**src/hdl/sar_regs.svh**
```systemverilog
// Register map, field positions, reset values and counts of the SAR control block.
// Assumes an 8-bit special function register bus with a 4-bit page select.
`ifndef SAR_REGS_SVH
`define SAR_REGS_SVH

`define SAR_PAGE_MAIN      4'h0
`define SAR_PAGE_FACTORY   4'hf
`define SAR_ADDR_CFG       8'hbc
`define SAR_ADDR_ACC       8'hba
`define SAR_ADDR_RES_HIGH  8'hbe
`define SAR_ADDR_RES_LOW   8'hbd
`define SAR_ADDR_TEMP_SENSOR_OFFSET_HIGH 8'hbe
`define SAR_ADDR_TEMP_SENSOR_OFFSET_LOW  8'hbd

`define SAR_CFG_8BIT_BIT   2
`define SAR_ACC_12BIT_BIT  7
`define SAR_ACC_RPT_MSB    2
`define SAR_ACC_RPT_LSB    0
`define SAR_CFG_RESET      8'h00
`define SAR_ACC_RESET      8'h00
`define SAR_TEMP_SENSOR_OFFSET_RESET     10'h000

`define SAR_MSB_PTR        4'h9
`define SAR_LAST_PTR_10    4'h0
`define SAR_LAST_PTR_8     4'h2
`define SAR_MAX_12BIT      16'hffc

`endif

```
**src/hdl/sar_pkg.sv**
```systemverilog
// Types shared by the SAR control block.
// Assumes sar_regs.svh holds every number.
package sar_pkg;
	typedef enum logic [1:0] {ST_IDLE, ST_CONV, ST_DONE} sar_state_e;
	typedef logic [9:0] sar_code_t;
endpackage

```
**src/hdl/sar_accum.sv**
```systemverilog
// Clearable adder that sums conversion codes of one burst.
// Assumes clear and add come from the sequencer on the same clock.
`timescale 1ns/1ps
module sar_accum #(
	parameter int W  = 16,
	parameter int IW = 10
) (
	// Clock and reset
	input  wire logic          ref_clk,
	input  wire logic          rst_b,
	// Control
	input  wire logic          clear,
	input  wire logic          add_en,
	input  wire logic [IW-1:0] add_val,
	// Sum
	output logic      [W-1:0]  sum
);
	logic [W-1:0] sum_q;
	logic [W-1:0] sum_d;

	if (W < IW) begin : g_chk
		$error("sar_accum: W narrower than IW");
	end

	always_comb begin
		sum_d = clear ? '0 : sum_q;
		if (add_en) begin
			sum_d = sum_d + W'(add_val);
		end
	end

	always_ff @(posedge ref_clk) begin
		if (!rst_b) begin
			sum_q <= '0;
		end else begin
			sum_q <= sum_d;
		end
	end

	assign sum = sum_q;

	property p_clr;
		@(posedge ref_clk) disable iff (!rst_b)
		clear |=> sum_q == '0;
	endproperty
	a_clr: assert property (p_clr) else $error("accumulator not cleared");
endmodule

```
**src/hdl/sar_ctrl.sv**
```systemverilog
// SAR converter sequencer, resolution modes, result and factory offset registers.
// Assumes sar_tick is a one-cycle pulse per SAR clock on ref_clk, comp_in is analogue.
//
// Functional notes
// - Eight-bit select makes each conversion resolve only the top eight bits.
// - Eight-bit conversions end two SAR clock cycles before ten-bit ones.
// - Eight-bit mode forces the two low bits to zero; low byte reads zero for eight-bit conversions outside twelve-bit mode.
// - Twelve-bit mode sums the repeat-field count of conversions (four for field 1) on four reference levels.
// - Element matching rotates the largest DAC elements per constituent conversion.
// - Twelve-bit sum lands in result high and low; peak value 4092 for a burst of four conversions.
// - In twelve-bit mode, repeats of 4, 8, 16, 32 or 64 accumulate into a wider sum.
// - Read-only ten-bit offset; upper eight bits at page 0xF address 0xBE.
// - Offset low byte holds two low bits in 7:6; 5:0 read zero.
`timescale 1ns/1ps
`include "sar_regs.svh"
module sar_ctrl import sar_pkg::*; #(
	parameter int ACC_W = 16
) (
	// Clock and reset
	input  wire logic        ref_clk,
	input  wire logic        rst_b,
	// Register bus
	input  wire logic [3:0]  sfr_page,
	input  wire logic [7:0]  sfr_addr,
	input  wire logic [7:0]  sfr_wdata,
	input  wire logic        sfr_wr,
	input  wire logic        sfr_rd,
	output logic      [7:0]  sfr_rdata,
	// Converter core
	input  wire logic        conv_start,
	input  wire logic        sar_tick,
	input  wire logic        comp_in,
	output logic      [9:0]  dac_code,
	output logic      [1:0]  ref_sel,
	output logic      [1:0]  dem_rot,
	output logic             conv_busy,
	output logic             conv_done,
	// Factory trim
	input  wire logic [9:0]  factory_offset
);
	if (ACC_W < 16 || ACC_W > 16) begin : g_chk
		$error("sar_ctrl: result registers hold exactly 16 bits");
	end

	sar_state_e  st_q, st_d;
	sar_code_t   trial_q, trial_d, code_q, code_d;
	logic [3:0]  ptr_q, ptr_d;
	logic [6:0]  idx_q, idx_d, len_q, len_d, conv_cnt_q;
	logic        m8_q, m8_d, m12_q, m12_d;
	logic [15:0] res_q, res_d;
	logic [7:0]  cfg_q, cfg_d, acc_q, acc_d, rdata_q, rdata_d;
	logic [9:0]  temp_sensor_offset_q, temp_sensor_offset_d;
	logic        temp_sensor_offset_ld_q, temp_sensor_offset_ld_d;
	logic        c1_q, c2_q, c3_q, comp_q, comp_d;
	logic        conv_end, acc_clr;
	logic [3:0]  last_ptr;
	logic [6:0]  burst_len;
	logic [ACC_W-1:0] acc_sum;
	sar_code_t   dec;

	// Comparator crosses from the analogue side; only agreeing samples count
	always_comb begin
		comp_d = (c2_q == c3_q) ? c3_q : comp_q;
	end

	always_ff @(posedge ref_clk) begin
		if (!rst_b) begin
			c1_q   <= 1'b0;
			c2_q   <= 1'b0;
			c3_q   <= 1'b0;
			comp_q <= 1'b0;
		end else begin
			c1_q   <= comp_in;
			c2_q   <= c1_q;
			c3_q   <= c2_q;
			comp_q <= comp_d;
		end
	end

	// Repeat field: 0 one conversion, then 4, 8, 16, 32, 64
	always_comb begin
		case (acc_q[`SAR_ACC_RPT_MSB:`SAR_ACC_RPT_LSB])
			3'h0:    burst_len = 7'h01;
			3'h1:    burst_len = 7'h04;
			3'h2:    burst_len = 7'h08;
			3'h3:    burst_len = 7'h10;
			3'h4:    burst_len = 7'h20;
			default: burst_len = 7'h40;
		endcase
	end

	assign last_ptr = m8_q ? `SAR_LAST_PTR_8 : `SAR_LAST_PTR_10;
	assign dec      = comp_q ? trial_q : (trial_q & ~(10'h001 << ptr_q));
	assign conv_end = (st_q == ST_CONV) && sar_tick && (ptr_q == last_ptr);
	assign acc_clr  = (st_q == ST_IDLE) && conv_start;

	// Sequencer
	always_comb begin
		st_d    = st_q;
		trial_d = trial_q;
		code_d  = code_q;
		ptr_d   = ptr_q;
		idx_d   = idx_q;
		len_d   = len_q;
		m8_d    = m8_q;
		m12_d   = m12_q;
		res_d   = res_q;
		case (st_q)
			ST_IDLE: begin
				if (conv_start) begin
					m8_d    = cfg_q[`SAR_CFG_8BIT_BIT];
					m12_d   = acc_q[`SAR_ACC_12BIT_BIT];
					len_d   = acc_q[`SAR_ACC_12BIT_BIT] ? burst_len : 7'h01;
					idx_d   = 7'h00;
					ptr_d   = `SAR_MSB_PTR;
					trial_d = 10'h200;
					st_d    = ST_CONV;
				end
			end
			ST_CONV: begin
				if (sar_tick) begin
					if (ptr_q == last_ptr) begin
						// Low bits were never trialled in eight-bit mode
						code_d  = dec;
						ptr_d   = `SAR_MSB_PTR;
						trial_d = 10'h200;
						if (idx_q + 7'h01 < len_q) begin
							idx_d = idx_q + 7'h01;
						end else begin
							st_d = ST_DONE;
						end
					end else begin
						ptr_d   = ptr_q - 4'h1;
						trial_d = dec | (10'h001 << (ptr_q - 4'h1));
					end
				end
			end
			ST_DONE: begin
				// Sum is right justified; single conversions are left justified
				res_d = m12_q ? acc_sum : {code_q, 6'h00};
				st_d  = ST_IDLE;
			end
			default: st_d = ST_IDLE;
		endcase
	end

	always_ff @(posedge ref_clk) begin
		if (!rst_b) begin
			st_q    <= ST_IDLE;
			trial_q <= '0;
			code_q  <= '0;
			ptr_q   <= `SAR_MSB_PTR;
			idx_q   <= 7'h00;
			len_q   <= 7'h01;
			m8_q    <= 1'b0;
			m12_q   <= 1'b0;
			res_q   <= 16'h0000;
		end else begin
			st_q    <= st_d;
			trial_q <= trial_d;
			code_q  <= code_d;
			ptr_q   <= ptr_d;
			idx_q   <= idx_d;
			len_q   <= len_d;
			m8_q    <= m8_d;
			m12_q   <= m12_d;
			res_q   <= res_d;
		end
	end

	sar_accum #(.W(ACC_W), .IW(10)) u_accum (
		.ref_clk (ref_clk),
		.rst_b   (rst_b),
		.clear   (acc_clr),
		.add_en  (conv_end),
		.add_val (dec),
		.sum     (acc_sum)
	);
	assign dac_code  = trial_q;
	assign ref_sel   = m12_q ? idx_q[1:0] : 2'h0;
	// Bit-reversed order steps the largest elements through rotations 0, 2, 1, 3
	assign dem_rot   = m12_q ? {idx_q[0], idx_q[1]} : 2'h0;
	assign conv_busy = (st_q != ST_IDLE);
	assign conv_done = (st_q == ST_DONE);
	// Register file; the factory offset is caught once after reset release
	always_comb begin
		cfg_d     = cfg_q;
		acc_d     = acc_q;
		temp_sensor_offset_d    = temp_sensor_offset_q;
		temp_sensor_offset_ld_d = 1'b1;
		rdata_d   = 8'h00;
		if (!temp_sensor_offset_ld_q) begin
			temp_sensor_offset_d = factory_offset;
		end
		if (sfr_wr && sfr_page == `SAR_PAGE_MAIN) begin
			if (sfr_addr == `SAR_ADDR_CFG) begin
				cfg_d = sfr_wdata;
			end
			if (sfr_addr == `SAR_ADDR_ACC) begin
				acc_d = sfr_wdata;
			end
		end
		if (sfr_rd) begin
			if (sfr_page == `SAR_PAGE_MAIN) begin
				case (sfr_addr)
					`SAR_ADDR_CFG:      rdata_d = cfg_q;
					`SAR_ADDR_ACC:      rdata_d = acc_q;
					`SAR_ADDR_RES_HIGH: rdata_d = res_q[15:8];
					`SAR_ADDR_RES_LOW:  rdata_d = res_q[7:0];
					default:            rdata_d = 8'h00;
				endcase
			end else if (sfr_page == `SAR_PAGE_FACTORY) begin
				case (sfr_addr)
					`SAR_ADDR_TEMP_SENSOR_OFFSET_HIGH: rdata_d = temp_sensor_offset_q[9:2];
					`SAR_ADDR_TEMP_SENSOR_OFFSET_LOW:  rdata_d = {temp_sensor_offset_q[1:0], 6'h00};
					default:             rdata_d = 8'h00;
				endcase
			end
		end
	end

	always_ff @(posedge ref_clk) begin
		if (!rst_b) begin
			cfg_q     <= `SAR_CFG_RESET;
			acc_q     <= `SAR_ACC_RESET;
			temp_sensor_offset_q    <= `SAR_TEMP_SENSOR_OFFSET_RESET;
			temp_sensor_offset_ld_q <= 1'b0;
			rdata_q   <= 8'h00;
		end else begin
			cfg_q     <= cfg_d;
			acc_q     <= acc_d;
			temp_sensor_offset_q    <= temp_sensor_offset_d;
			temp_sensor_offset_ld_q <= temp_sensor_offset_ld_d;
			rdata_q   <= rdata_d;
		end
	end
	assign sfr_rdata = rdata_q;
	// Helper counters for the checks below
	logic [4:0] tick_cnt_q;
	always_ff @(posedge ref_clk) begin
		if (!rst_b || st_q == ST_IDLE) begin
			tick_cnt_q <= 5'h00;
			conv_cnt_q <= 7'h00;
		end else begin
			tick_cnt_q <= conv_end ? 5'h00 : tick_cnt_q + 5'(sar_tick && st_q == ST_CONV);
			conv_cnt_q <= conv_cnt_q + 7'(conv_end);
		end
	end
	property p_len8;
		@(posedge ref_clk) disable iff (!rst_b)
		conv_end |-> (tick_cnt_q == (m8_q ? 5'd7 : 5'd9));
	endproperty
	a_len8: assert property (p_len8) else $error("conversion length wrong");
	property p_low2;
		@(posedge ref_clk) disable iff (!rst_b)
		conv_end && m8_q |=> code_q[1:0] == 2'h0;
	endproperty
	a_low2: assert property (p_low2) else $error("low bits set in 8-bit mode");
	property p_lowbyte;
		@(posedge ref_clk) disable iff (!rst_b)
		conv_done && m8_q && !m12_q |=> res_q[7:0] == 8'h00;
	endproperty
	a_lowbyte: assert property (p_lowbyte) else $error("low byte nonzero");
	property p_count;
		@(posedge ref_clk) disable iff (!rst_b)
		conv_done |-> conv_cnt_q == len_q;
	endproperty
	a_count: assert property (p_count) else $error("burst count wrong");
	property p_dem;
		@(posedge ref_clk) disable iff (!rst_b)
		conv_end && m12_q && st_d == ST_CONV |=> dem_rot != $past(dem_rot);
	endproperty
	a_dem: assert property (p_dem) else $error("element matching did not move");
	property p_max;
		@(posedge ref_clk) disable iff (!rst_b)
		conv_done && m12_q && len_q == 7'h04 |=> res_q <= `SAR_MAX_12BIT;
	endproperty
	a_max: assert property (p_max) else $error("12-bit sum above 4092");
	property p_sum;
		@(posedge ref_clk) disable iff (!rst_b)
		conv_done && m12_q |=> res_q == $past(acc_sum);
	endproperty
	a_sum: assert property (p_sum) else $error("result is not the burst sum");
	property p_temp_offset_high_byte;
		@(posedge ref_clk) disable iff (!rst_b)
		sfr_rd && sfr_page == `SAR_PAGE_FACTORY && sfr_addr == `SAR_ADDR_TEMP_SENSOR_OFFSET_HIGH
		|=> sfr_rdata == $past(temp_sensor_offset_q[9:2]);
	endproperty
	a_temp_offset_high_byte: assert property (p_temp_offset_high_byte) else $error("offset high byte wrong");
	property p_temp_offset_low_byte;
		@(posedge ref_clk) disable iff (!rst_b)
		sfr_rd && sfr_page == `SAR_PAGE_FACTORY && sfr_addr == `SAR_ADDR_TEMP_SENSOR_OFFSET_LOW
		|=> sfr_rdata[5:0] == 6'h00 && sfr_rdata[7:6] == $past(temp_sensor_offset_q[1:0]);
	endproperty
	a_temp_offset_low_byte: assert property (p_temp_offset_low_byte) else $error("offset low byte wrong");
endmodule

```
**config.mk**
```make
export PLATFORM = sky130hd
export DESIGN_NAME = sar_ctrl
export DESIGN_NICKNAME = d
export VERILOG_FILES = /design/src/hdl/sar_pkg.sv /design/src/hdl/sar_accum.sv /design/src/hdl/sar_ctrl.sv
export VERILOG_INCLUDE_DIRS = /design/src /design/src/hdl
export SDC_FILE = /design/constraint.sdc
export NUM_CORES = 1
export LEC_CHECK = 0
export ABC_AREA = 0
export CORE_ASPECT_RATIO = 1.5
export CORE_MARGIN = 3
export CORE_UTILIZATION = 65
export DETAILED_ROUTE_END_ITERATION = 10
export DONT_BUFFER_PORTS = 1
export PLACE_DENSITY_LB_ADDON = 0.15
export SLEW_MARGIN = 0
export SYNTH_ARGS = -nofsm -noshare
export SYNTH_HDL_FRONTEND = slang
export SYNTH_SLANG_ARGS = --single-unit
```
**constraint.sdc**
```tcl
create_clock -name ref_clk -period 6 [get_ports ref_clk]
set_input_delay 0.3 -clock ref_clk [delete_from_list [all_inputs] [get_ports ref_clk]]
set_output_delay 0.3 -clock ref_clk [all_outputs]
set_load 0.02 [all_outputs]
```
### Word-level counts from Yosys, hierarchy flattened

Index checks and enable logic that the tools add are counted.

* bitwise operators: 3
* multiplexer cells: 32
* eq/ne operators: 18
* magnitude comparators: 1
* reductions and logical operators: 17
* shift-type cells: 2
* $add $sub $neg: 3

Operator list (number)
* 16-bit 2-to-1 mux: 3
* 10-bit 2-to-1 mux: 4
* 7-bit 2-to-1 mux: 5
* 7-bit one-hot mux with 5 select lines: 1
* 8-bit == test, second input constant: 4
* 8-bit one-hot mux with 4 select lines: 1
* 10-bit one-hot mux with 2 select lines: 1
* 1-bit by 4-bit << shifter with 10-bit output, first input constant: 2
* 16-bit by 10-bit adder with 16-bit output: 1
* 8-bit 2-to-1 mux: 2
* 8-bit one-hot mux with 2 select lines: 1
* 2-bit 2-to-1 mux: 7
* 7-bit one-hot mux with 2 select lines: 1
* 4-bit 2-to-1 mux: 3
* 10-bit AND: 1
* 2-bit != test, second input constant: 5
* 10-bit inverter: 1
* 10-bit bitwise OR: 1
* 4-bit one-hot mux with 2 select lines: 1
* 2-bit AND reduction: 4
* 7-bit by 1-bit adder with 7-bit output, second input constant: 1
* 7-bit less-than comparator: 1
* 3-bit by 2-bit == test with 1-bit output, second input constant: 2
* 3-bit AND reduction: 2
* 17 further kinds: 21

* logic and storage cells: 95
* bits in registers: 113
* bits of input ports: 37

### Longest topological paths before layout

Gate-level depths: netlist (run 1).

* depth after elaboration: 8
* depth in mapped cells: 12

### By module

From an unflattened synthesis (run 1), not the netlist that was laid out.

* cell total of the unflattened synthesis: 625
* area total of the unflattened synthesis: 5561.6 sq um

Modules (own cells, without submodules)
* sar_ctrl: times used 1, area an instance 4341.7 sq um, cells each 478
* sar_accum: times used 1, area an instance 1219.9 sq um, cells each 147

### Worst setup path before layout (run 1)

No wires, ideal clock.

* path type: flip-flop to flip-flop
* start point: reg st_q[1]
* end point: reg u_accum.sum_q[8] (netlist: u_accum.sum[8])
* required time: 5863 ps
* stages on the path, launching flop included: 13
* data arrival time: 2897 ps
* path buffers: 3
* setup time: 137 ps
* clock period less this slack: 3034 ps
* path slack: 2966 ps
* cells stage by stage: dfxtp_1 or3b_4 buf_2 clkbuf_1 clkbuf_1 and2_1 ha_1 a21o_1 nor3b_1 a211oi_2 maj3_2 a2111oi_2 a211oi_1

* word-level cells in the longest chain between the ends: 5
* elaborated cells on any way between the ends: 8

RTL lines
* start, declared: RTL line sar_ctrl.sv:45 `sar_state_e st_q, st_d;`
* start signal, assigned: RTL line sar_ctrl.sv:159 `st_q <= st_d;`
* 2-bit zero test: RTL line sar_ctrl.sv:95 `assign acc_clr = (st_q == ST_IDLE) && conv_start;`
* 1-bit logical AND: RTL line sar_ctrl.sv:95
* 16-bit 2-to-1 mux: RTL line sar_accum.sv:26 `sum_d = clear ? '0 : sum_q;`
* 16-bit by 10-bit adder with 16-bit output: RTL line sar_accum.sv:28 `sum_d = sum_d + W'(add_val);`
* 16-bit 2-to-1 mux *: RTL line sar_accum.sv:27 `if (add_en) begin`
* end signal, assigned: RTL line sar_accum.sv:36 `sum_q <= sum_d;`
* end, declared: RTL line sar_accum.sv:18 `logic [W-1:0] sum_q;`

Mark *: on every way between the ends. The rest lies on a longest branch, timed or not.
A chain may end at the register's enable or synchronous reset.

### Worst setup path in the final report (run 1)

* start point: reg ptr_q[1]
* end point: reg u_accum.sum_q[10] (netlist: u_accum.sum[10])

* word-level cells in the longest chain between the ends: 6
* elaborated cells on any way between the ends: 8

RTL lines
* start, declared: RTL line sar_ctrl.sv:47 `logic [3:0] ptr_q, ptr_d;`
* start signal, assigned: RTL line sar_ctrl.sv:152 `` ptr_q <= `SAR_MSB_PTR; ``
* start signal, assigned: RTL line sar_ctrl.sv:162 `ptr_q <= ptr_d;`
* 1-bit by 4-bit << shifter with 10-bit output: RTL line sar_ctrl.sv:93 `assign dec = comp_q ? trial_q : (trial_q & ~(10'h001 << ptr_q));`
* 10-bit inverter: RTL line sar_ctrl.sv:93
* 10-bit AND: RTL line sar_ctrl.sv:93
* 10-bit 2-to-1 mux: RTL line sar_ctrl.sv:93
* 16-bit by 10-bit adder with 16-bit output: RTL line sar_accum.sv:28
* 16-bit 2-to-1 mux *: RTL line sar_accum.sv:27

Marked as above.

==> results of run 1 <==
[per-stage QoR]
stage | area (µm²) | util [%] | setup WS (ps)
final | 5960 | 70.9 | 2840
after CTS | 5960 | 70.9 | 2840
after global placement | 5640 | 67.0 | 3050
after global routing | 5960 | 70.9 | 2620
after floorplan | 5640 | - | 2970
after detailed placement | 5640 | 67.0 | 2850
[metal layers]
| metal | track usage (%) | vias up | routed length (µm) |
|---|---|---|---|
| li1 | - | 2323 | - |
| met2 | 51.4 | 149 | 7120 |
| met3 | 5.48 | 29 | 784 |
| met5 | 0 | - | 0 |
| met4 | 12.1 | 0 | 325 |
| met1 | 29.8 | 2253 | 5090 |
[kinds of logic (layout without fill, tap and decap cells)]
group	count (synthesis)	in the layout	synth area share (%)
AO/OA/AOI/OAI	163	163	19.4
multiplexers	45	45	8.12
AND/OR/NAND/NOR	256	256	22.1
flip-flops	112	112	39.7
buffers and inverters	52	36	3.75
XOR/XNOR	15	15	2.33
adder cells (fa/ha/maj)	21	21	4.63
[what timing repair did]
action,CTS,global route
resized for setup,0,0
hold buffers,2,0
hold endpoints to repair,1,0
[registers in the layout, summed over array words and instances, names as in the netlist, 2 cells and up]
register	flops
ptr_q	4
cfg_q	8
sfr_rdata	8
u_accum.sum	16
code_q	10
res_q	16
dac_code	10
st_q	2
acc_q	8
temp_sensor_offset_q	10
idx_q	7
len_q	6
[cells in the final DEF, fill, tap and decap left out, drive strengths merged, types with 5 or more instances in the layout]
| master | instances |
|---|---|
| o21ai | 20 |
| a31oi | 6 |
| dfxtp | 112 |
| nand3 | 24 |
| a21boi | 9 |
| nor2b | 8 |
| xnor2 | 12 |
| ha | 20 |
| and2 | 18 |
| a21o | 12 |
| clkbuf | 10 |
| mux2 | 6 |
| nand2 | 82 |
| nand4 | 6 |
| or3 | 5 |
| nor3 | 7 |
| a22oi | 10 |
| nor2 | 71 |
| inv | 18 |
| a211oi | 15 |
| nand2b | 5 |
| a21oi | 59 |
| mux2i | 39 |
| and3 | 6 |
| nor4 | 5 |
[power by group through the flow]
stage | clock network [mW] | registers (mW) | logic (mW)
floorplan | 0 | 0.774 | 0.0549
global placement | 0 | 0.777 | 0.0614
detailed placement | 0 | 0.778 | 0.0634
CTS | 0.623 | 0.760 | 0.0649
global route | 0.644 | 0.761 | 0.0711
finish | 0.613 | 0.760 | 0.0651
[layout make-up]
class	count	area [µm²]	area share (%)
clock buffer	10	229	3.84
clock inverter	6	75.1	1.26
inverter	16	60.1	1.01
multi-input combinational	500	3190	53.5
sequential	112	2240	37.6
tap	107	134	2.24
timing repair buffer	4	35.0	0.587
[critical path, stage by stage (launching register included)]
cell and delay [ps]:
dfxtp_1 380, inv_1 130, ha_1 280, or4b_4 530, nand2_1 130, xor2_1 180, ha_1 200, nor3_1 70
a211oi_2 460, a311oi_2 210, or3_1 380, a21oi_1 140
[final timing paths]
| check | from | end | slack, ps |
|---|---|---|---|
| setup / recovery | ptr_q[1]$_SDFFE_PN0P_ | u_accum.sum[10]$_SDFF_PN0_ | 2840 |
| hold / removal | rst_b | len_q[0]$_SDFFE_PN1P_ | 10 |
| hold reg to reg | c1_q$_SDFF_PN0_ | c2_q$_SDFF_PN0_ | 440 |
| setup reg to reg | ptr_q[1]$_SDFFE_PN0P_ | u_accum.sum[10]$_SDFF_PN0_ | 2840 |
==> run metrics, run 1 <==
maximum VDD drop=~0.18 mV; DR WL/cell=17.6 µm; Avg Cell Area, Syn=about 8.5 µm²; P_sw=~0.33 mW; synth cell count leaders=dfxtp_1, nand2_1, nor2_1, a21oi_1, mux2i_1; Hold Crit Class=in -> reg; Via density=about 6.3; area leader, netlist=dfxtp_1; Num CTS Buffers=9; DR vias=roughly 4.8k; Yosys top cell area share=39.7%; fraction of power spent switching nets=a little under a quarter; initial DRC count=between 200 and 300; first-pass GRT wire length=between 20 and 25 mm; Worst slew margin=roughly two fifths; Slew Viols, Final=0; combinational group share of total power=under 10%; initial core utilization=roughly two thirds; Syn Nets=roughly 700; Final Hold Fails=0; synth warn=0; non-filler cells, final=755; CP max FO=7; ys async rst share=0%; Lkg Pwr=~2.1 nW; Area contributors post-synth=dfxtp_1, mux2i_1, nand2_1; clock sinks=between 100 and 150; Bufs on Longest Clock Path=2; Yosys reg bits=between 100 and 150; core area=8410 µm²; P&R area growth vs syn=5.70%; Seq/Total Area, Yosys=39.7%; final setup fails=0; Final nets=700; initial antenna violation count=0; Crit path arrival time=between 3000 and 4000 ps; layout cell share with drive strength beyond 1=6.02%; total grt overflow=0; Die H=120 µm; P_int=between 1 and 1.5 mW; most frequent cell after synthesis=dfxtp_1; min Tclk post-route=approximately 3200 ps; status=completed; Tot GR Track Use=28.0%; Startpoint Class=flop; Tcrit/Tclk final=a little over half; Routability Congestion=0.916; Setup Skew=~6.3 ps; sequential share of power=a little over half; endpoint class of the critical path=flop; Post-Route WL=13.3 mm; PwrDens=roughly 240 nW/µm²; distinct cell type count after synthesis=63; unrepaired setup endpoints after global routing=no; post-DP HPWL=around 10 mm; worst reg2reg path depth=11; DR pass1 iterations=5; H-tree depth=3; Root Buffer Master=clkbuf_16; Syn Inst Count=664; Port Buffers=0; vias in the first global route=4666; Post-Syn Area=roughly 5600 µm²; worst-skew pair later-pin latency=350 ps; row cnt=slightly above 40; Min-Delay Path Depth=1; setup TNS=0 ps; ANT nets after route=0; # DRC=0; antenna cells=0; IO Pins=just over 60; Hold WS=~12 ps; number of synthesized flops with an enable pin=0; largest net degree at the start of global routing=86; Clock Power Share=approximately 43%; Fill cells=~670; Crit Path Class=reg -> reg; Pwr Total=1.44 mW; Post-Place Cells=~740; Die W=around 80 µm; die area=9860 µm²; clk slew on worst S/H paths=about 70 ps; Max Freq=~320 MHz; maxcap violations=0; measured slew at the worst slew-check pin=889 ps; Post-CTS Setup Bufs=0; Top FF cell, synth=dfxtp_1; CTS tree=yes; Worst EP required=between 6000 and 7000 ps
No activity file was read; power rests on OpenSTA's default activity.
==> run 2: changes to the inputs <==
Settings changed: CORE_UTILIZATION 65 to 64.
Clock period 6 ns to 3.1 ns, I/O delays scaled along.
==> run 2 against run 1 <==
  * Total power is 89% higher
  * The flow now finishes with violations (hold timing)
  * Clock-buffer cell count stayed put
  * Worst setup slack worse by 2600 ps
  * Sequential power is 93% higher
  * Via count is 5.4% higher
  * Flip-flop and latch count stayed put
  * Sequential share of layout area is 1.9 points lower
  * Wire length is 13% higher
  * Worst hold slack worse by 17 ps
==> run metrics, run 2 (same netlist as run 1, synthesis figures left out) <==
DR WL/cell=about 19 µm; final setup fails=0; Max Freq=roughly 340 MHz; CP max FO=7; Worst R2R Setup Slack=approximately 200 ps; Slew Viols, Final=0; Port Buffers=0; min Tclk post-route=~2900 ps; hold path startpoint=sfr_wdata[5]; Worst EP required=3370 ps; Worst Hold End=cfg_q[5]$_SDFFE_PN0P_; total grt overflow=0; measured slew at the worst slew-check pin=876 ps; initial core utilization=66.3%; clock sinks=about 110; first-pass GRT wire length=roughly 24 mm; failing checks=hold timing; maxcap violations=0; commonest non-fill, non-tap cell in the layout=dfxtp_1; area of placed instances=approximately 5800 µm²; Startpoint Class=flop; Root Buffer Master=clkbuf_16; Final Hold Fails=1; initial antenna violation count=0; Tot GR Track Use=30.5%; Reg2Reg Launch Point=ptr_q[1]$_SDFFE_PN0P_; maximum VDD drop=around 0.37 mV; clk slew on worst S/H paths=about 70 ps; unrepaired setup endpoints after global routing=no; Bufs on Longest Clock Path=2; PwrDens=roughly 430 nW/µm²; DP Worst Slack=about 100 ps; Via density=roughly 6.3; CTS tree=yes; Min-Delay Path Depth=2; # DRC=0; Crit Path Class=reg -> reg; core area=~8500 µm²; Tcrit/Tclk final=between 90 and 100%; design area=~6300 µm²; Lkg Pwr=approximately 2.3 nW; endpoint class of the critical path=flop; Crit path arrival time=approximately 3200 ps; setup TNS=0 ps; H-tree depth=3; antenna cells=0; post-DP HPWL=10.5 mm; Setup Skew=5.61 ps; Routability Congestion=between 0.9 and 1; commonest non-fill, non-tap cells in the layout=dfxtp_1, nand2_1, nor2_1; Worst slew margin=between 40% and 50%; Num CTS Buffers=9; layout cell share with drive strength beyond 1=a little under a tenth; P&R area growth vs syn=11.5%; ANT nets after route=0; Hold WS=-5.20 ps; DR pass1 iterations=6; largest net degree at the start of global routing=~80; initial DRC count=317; Final Worst Setup Slack=approximately 200 ps; Post-Route WL=roughly 15 mm; vias in the first global route=approximately 4.8k; IO Pins=61; post-layout util=between 70% and 80%; row cnt=41; die area=~10000 µm²; Fill cells=around 640; status=finished, violations left; worst-skew pair later-pin latency=~350 ps; Hold Crit Class=in -> reg; Die H=around 120 µm; DR vias=5010; Final nets=738; r2r endpoint=u_accum.sum[10]$_SDFF_PN0_; Die W=slightly above 80 µm; worst reg2reg path depth=11
==> run 2: worst max-delay path by stage <==
stage / to / startpoint / slack [ps] / depth (start not counted)
floorplan: u_accum.sum[8]$_SDFF_PN0_ / st_q[1]$_SDFFE_PN0P_ / 70 / 12
global route: u_accum.sum[8]$_SDFF_PN0_ / ptr_q[1]$_SDFFE_PN0P_ / 6 / 11
finish: u_accum.sum[10]$_SDFF_PN0_ / ptr_q[1]$_SDFFE_PN0P_ / 200 / 11
detailed placement: u_accum.sum[10]$_SDFF_PN0_ / ptr_q[0]$_SDFFE_PN1P_ / 100 / 10
CTS: u_accum.sum[10]$_SDFF_PN0_ / ptr_q[0]$_SDFFE_PN1P_ / 70 / 10
global placement: u_accum.sum[8]$_SDFF_PN0_ / comp_q$_SDFFE_PN0N_ / 140 / 10
==> run 2: power breakdown <==
part / internal, mW / switching, mW
clock network: 0.550 / 0.530
registers: 1.45 / 0.0184
logic: 0.0673 / 0.100
==> run 2: cell type report <==
class,instances,area [µm²],area share [%]
multi-input combinational,501,3220,51.1
tap,107,134,2.13
clock buffer,10,229,3.64
timing repair buffer,41,363,5.77
clock inverter,6,45.0,0.716
sequential,112,2250,35.7
inverter,16,60.1,0.954
==> run 2: metrics by stage <==
step | instances | power, mW
global placement | 753 | 1.63
detailed placement | 753 | 1.64
floorplan | 664 | 1.60
global route | 793 | 2.80
finish | 793 | 2.72
CTS | 791 | 2.72
==> run 2: critical path, stage by stage, from the launching register on <==
cell	delay (ps)
dfxtp_2	370
inv_1	110
ha_1	220
or4b_4	480
nand2_1	110
xor2_1	160
ha_1	210
nor3_1	80
a211oi_2	370
a311oi_2	200
or3_1	370
a21oi_1	140
==> run 2: what timing repair did <==
item | CTS | global route
resized for setup | 0 | 8
endpoints found under the hold margin | 40 | 0
setup endpoints to repair | 0 | 8
hold buffers | 22 | 0
setup buffers | 0 | 1
==> run 2: metal layers <==
layer  vias to the layer above  track usage (%)  share of wire [%]
met5                         -                0                  0
met4                         0             16.8                4.3
met3                        45             4.68                5.0
met2                       200             53.3                 52
met1                      2368             34.3                 39
li1                       2397                -                  -
==> run 3: changes to the inputs <==
Settings changed: CORE_UTILIZATION 64 to 55.
==> run 3 against run 2 <==
  * The run now ends clean
  * First-iteration DRC count fell by 11%
  * Fmax fell by 0.65%
  * Clock-buffer cell count rose by 3
  * Clock skew rose by 1.2 ps
  * Combinational power barely moved
  * Largest power group unchanged
==> run metrics, run 3 (same netlist as run 1, synthesis figures left out) <==
design area=~6300 µm²; Tcrit/Tclk final=approximately 94%; Worst R2R Setup Slack=~180 ps; Startpoint Class=flop; Max Freq=~340 MHz; initial core utilization=about 57%; r2r endpoint=u_accum.sum[8]$_SDFF_PN0_; DR vias=4797; Tot GR Track Use=25.0%; Post-Place Cells=about 760; Final nets=739; Min-Delay Path Depth=2; crit-path cells=inv_1 > ha_2 > or4b_4 > nand2_1 > xor2_1 > ha_1 > nor3_1 > a211oi_2 > maj3_2 > a2111oi_2 > a211oi_1; Port Buffers=0; Die H=130 µm; Slew Viols, Final=0; CP max FO=6; commonest non-fill, non-tap cells in the layout=dfxtp_1, nand2_1, nor2_1; post-DP HPWL=roughly 10 mm; layout cell share with drive strength beyond 1=under 10%; die area=between 10000 and 15000 µm²; P&R area growth vs syn=12.0%; measured slew at the worst slew-check pin=a little under 1000 ps; Reg2Reg Launch Point=ptr_q[1]$_SDFFE_PN0P_; Num CTS Buffers=9; setup TNS=0 ps; # DRC=0; Via density=approximately 6; Hold Crit Class=in -> reg; initial DRC count=281; final setup fails=0; Crit path arrival time=3150 ps; DR pass1 iterations=5; Routability Congestion=about 0.95; ANT nets after route=0; worst reg2reg path depth=11; Bufs on Longest Clock Path=2; vias in the first global route=approximately 4.8k; unrepaired setup endpoints after global routing=no; DR WL/cell=approximately 17 µm; CP max stage delay=just over 500 ps; Worst Hold End=u_accum.sum[4]$_SDFF_PN0_; largest net degree at the start of global routing=48; first-pass GRT wire length=22.6 mm; hold path startpoint=rst_b; status=completed; antenna cells=0; IO Pins=between 60 and 70; initial antenna violation count=0; Crit Path Class=reg -> reg; clk slew on worst S/H paths=70 ps; commonest non-fill, non-tap cell in the layout=dfxtp_1; maxcap violations=0; Post-Route WL=approximately 14 mm; Final Hold Fails=0; Worst slew margin=35.6%; H-tree depth=3; endpoint class of the critical path=flop; area of placed instances=5790 µm²; clock sinks=about 110; row cnt=between 40 and 50; maximum VDD drop=between 0.3 and 0.4 mV; CTS tree=yes; Die W=roughly 89 µm; worst-skew pair later-pin latency=350 ps; non-filler cells, final=around 800; Lkg Pwr=2.29 nW; Root Buffer Master=clkbuf_16; PwrDens=435 nW/µm²; min Tclk post-route=slightly below 3000 ps; Hold WS=about 100 ps; core area=just under 10000 µm²; total grt overflow=0; Worst EP required=3330 ps; Crit-path slowest cell=or4b_4; Setup Skew=6.81 ps
## run 3: stage by stage
step	util, %	total power, mW	setup slack (ps)
after floorplan	-	1.60	65.9
after global placement	58.7	1.63	226
after detailed placement	58.7	1.64	120
after CTS	63.8	2.76	104
after global routing	64.1	2.84	10.5
final	64.1	2.75	180
## run 3: how the worst max path moves through the flow
stage | slack, ps | cells past startpoint | startpoint | endpoint
after floorplan | 70 | 12 | st_q[1]$_SDFFE_PN0P_ | u_accum.sum[8]$_SDFF_PN0_
after global placement | 230 | 9 | st_q[1]$_SDFFE_PN0P_ | u_accum.sum[8]$_SDFF_PN0_
after detailed placement | 120 | 9 | st_q[1]$_SDFFE_PN0P_ | u_accum.sum[8]$_SDFF_PN0_
after CTS | 100 | 9 | st_q[1]$_SDFFE_PN0P_ | u_accum.sum[8]$_SDFF_PN0_
after global routing | 10 | 10 | ptr_q[0]$_SDFFE_PN1P_ | u_accum.sum[12]$_SDFF_PN0_
final | 180 | 11 | ptr_q[1]$_SDFFE_PN0P_ | u_accum.sum[8]$_SDFF_PN0_
## run 3: critical path, delay by kind of cell, from the launching register on
family | cells | cell delay [ps]
AND/OR/NAND/NOR | 3 | 890
XOR/XNOR | 1 | 80
buffers and inverters | 1 | 100
adder cells (fa/ha/maj) | 3 | 800
AO/OA/AOI/OAI | 3 | 620
flip-flops | 1 | 310
## run 3: cell type report
cell class                 count  area (µm²)
clock buffer                  13         270
clock inverter                 2        13.8
fill                         822        3530
inverter                      16        60.1
multi-input combinational    501        3220
sequential                   112        2240
tap                          115         144
timing repair buffer          42         370
## run 3: per-layer routing
metal | share of wire, % | vias up | GRT usage, %
met5 | 0 | - | 0
met4 | 2.8 | 0 | 11.1
li1 | - | 2401 | -
met2 | 52 | 105 | 44.7
met1 | 42 | 2265 | 29.2
met3 | 3.5 | 26 | 3.03
## run 3: power breakdown
part / leakage (nW) / internal, mW / switching [mW] / total [mW]
Clock: 0.142 / 0.608 / 0.506 / 1.11
Sequential: 0.906 / 1.45 / 0.0161 / 1.47
Combinational: 1.24 / 0.0676 / 0.0988 / 0.166
## run 3: what timing repair did
item	4_1_cts	5_1_grt
hold buffers	22	0
gates resized for setup	0	5
endpoints found under the setup margin	0	6
hold endpoints to repair	38	0
setup buffers	0	0
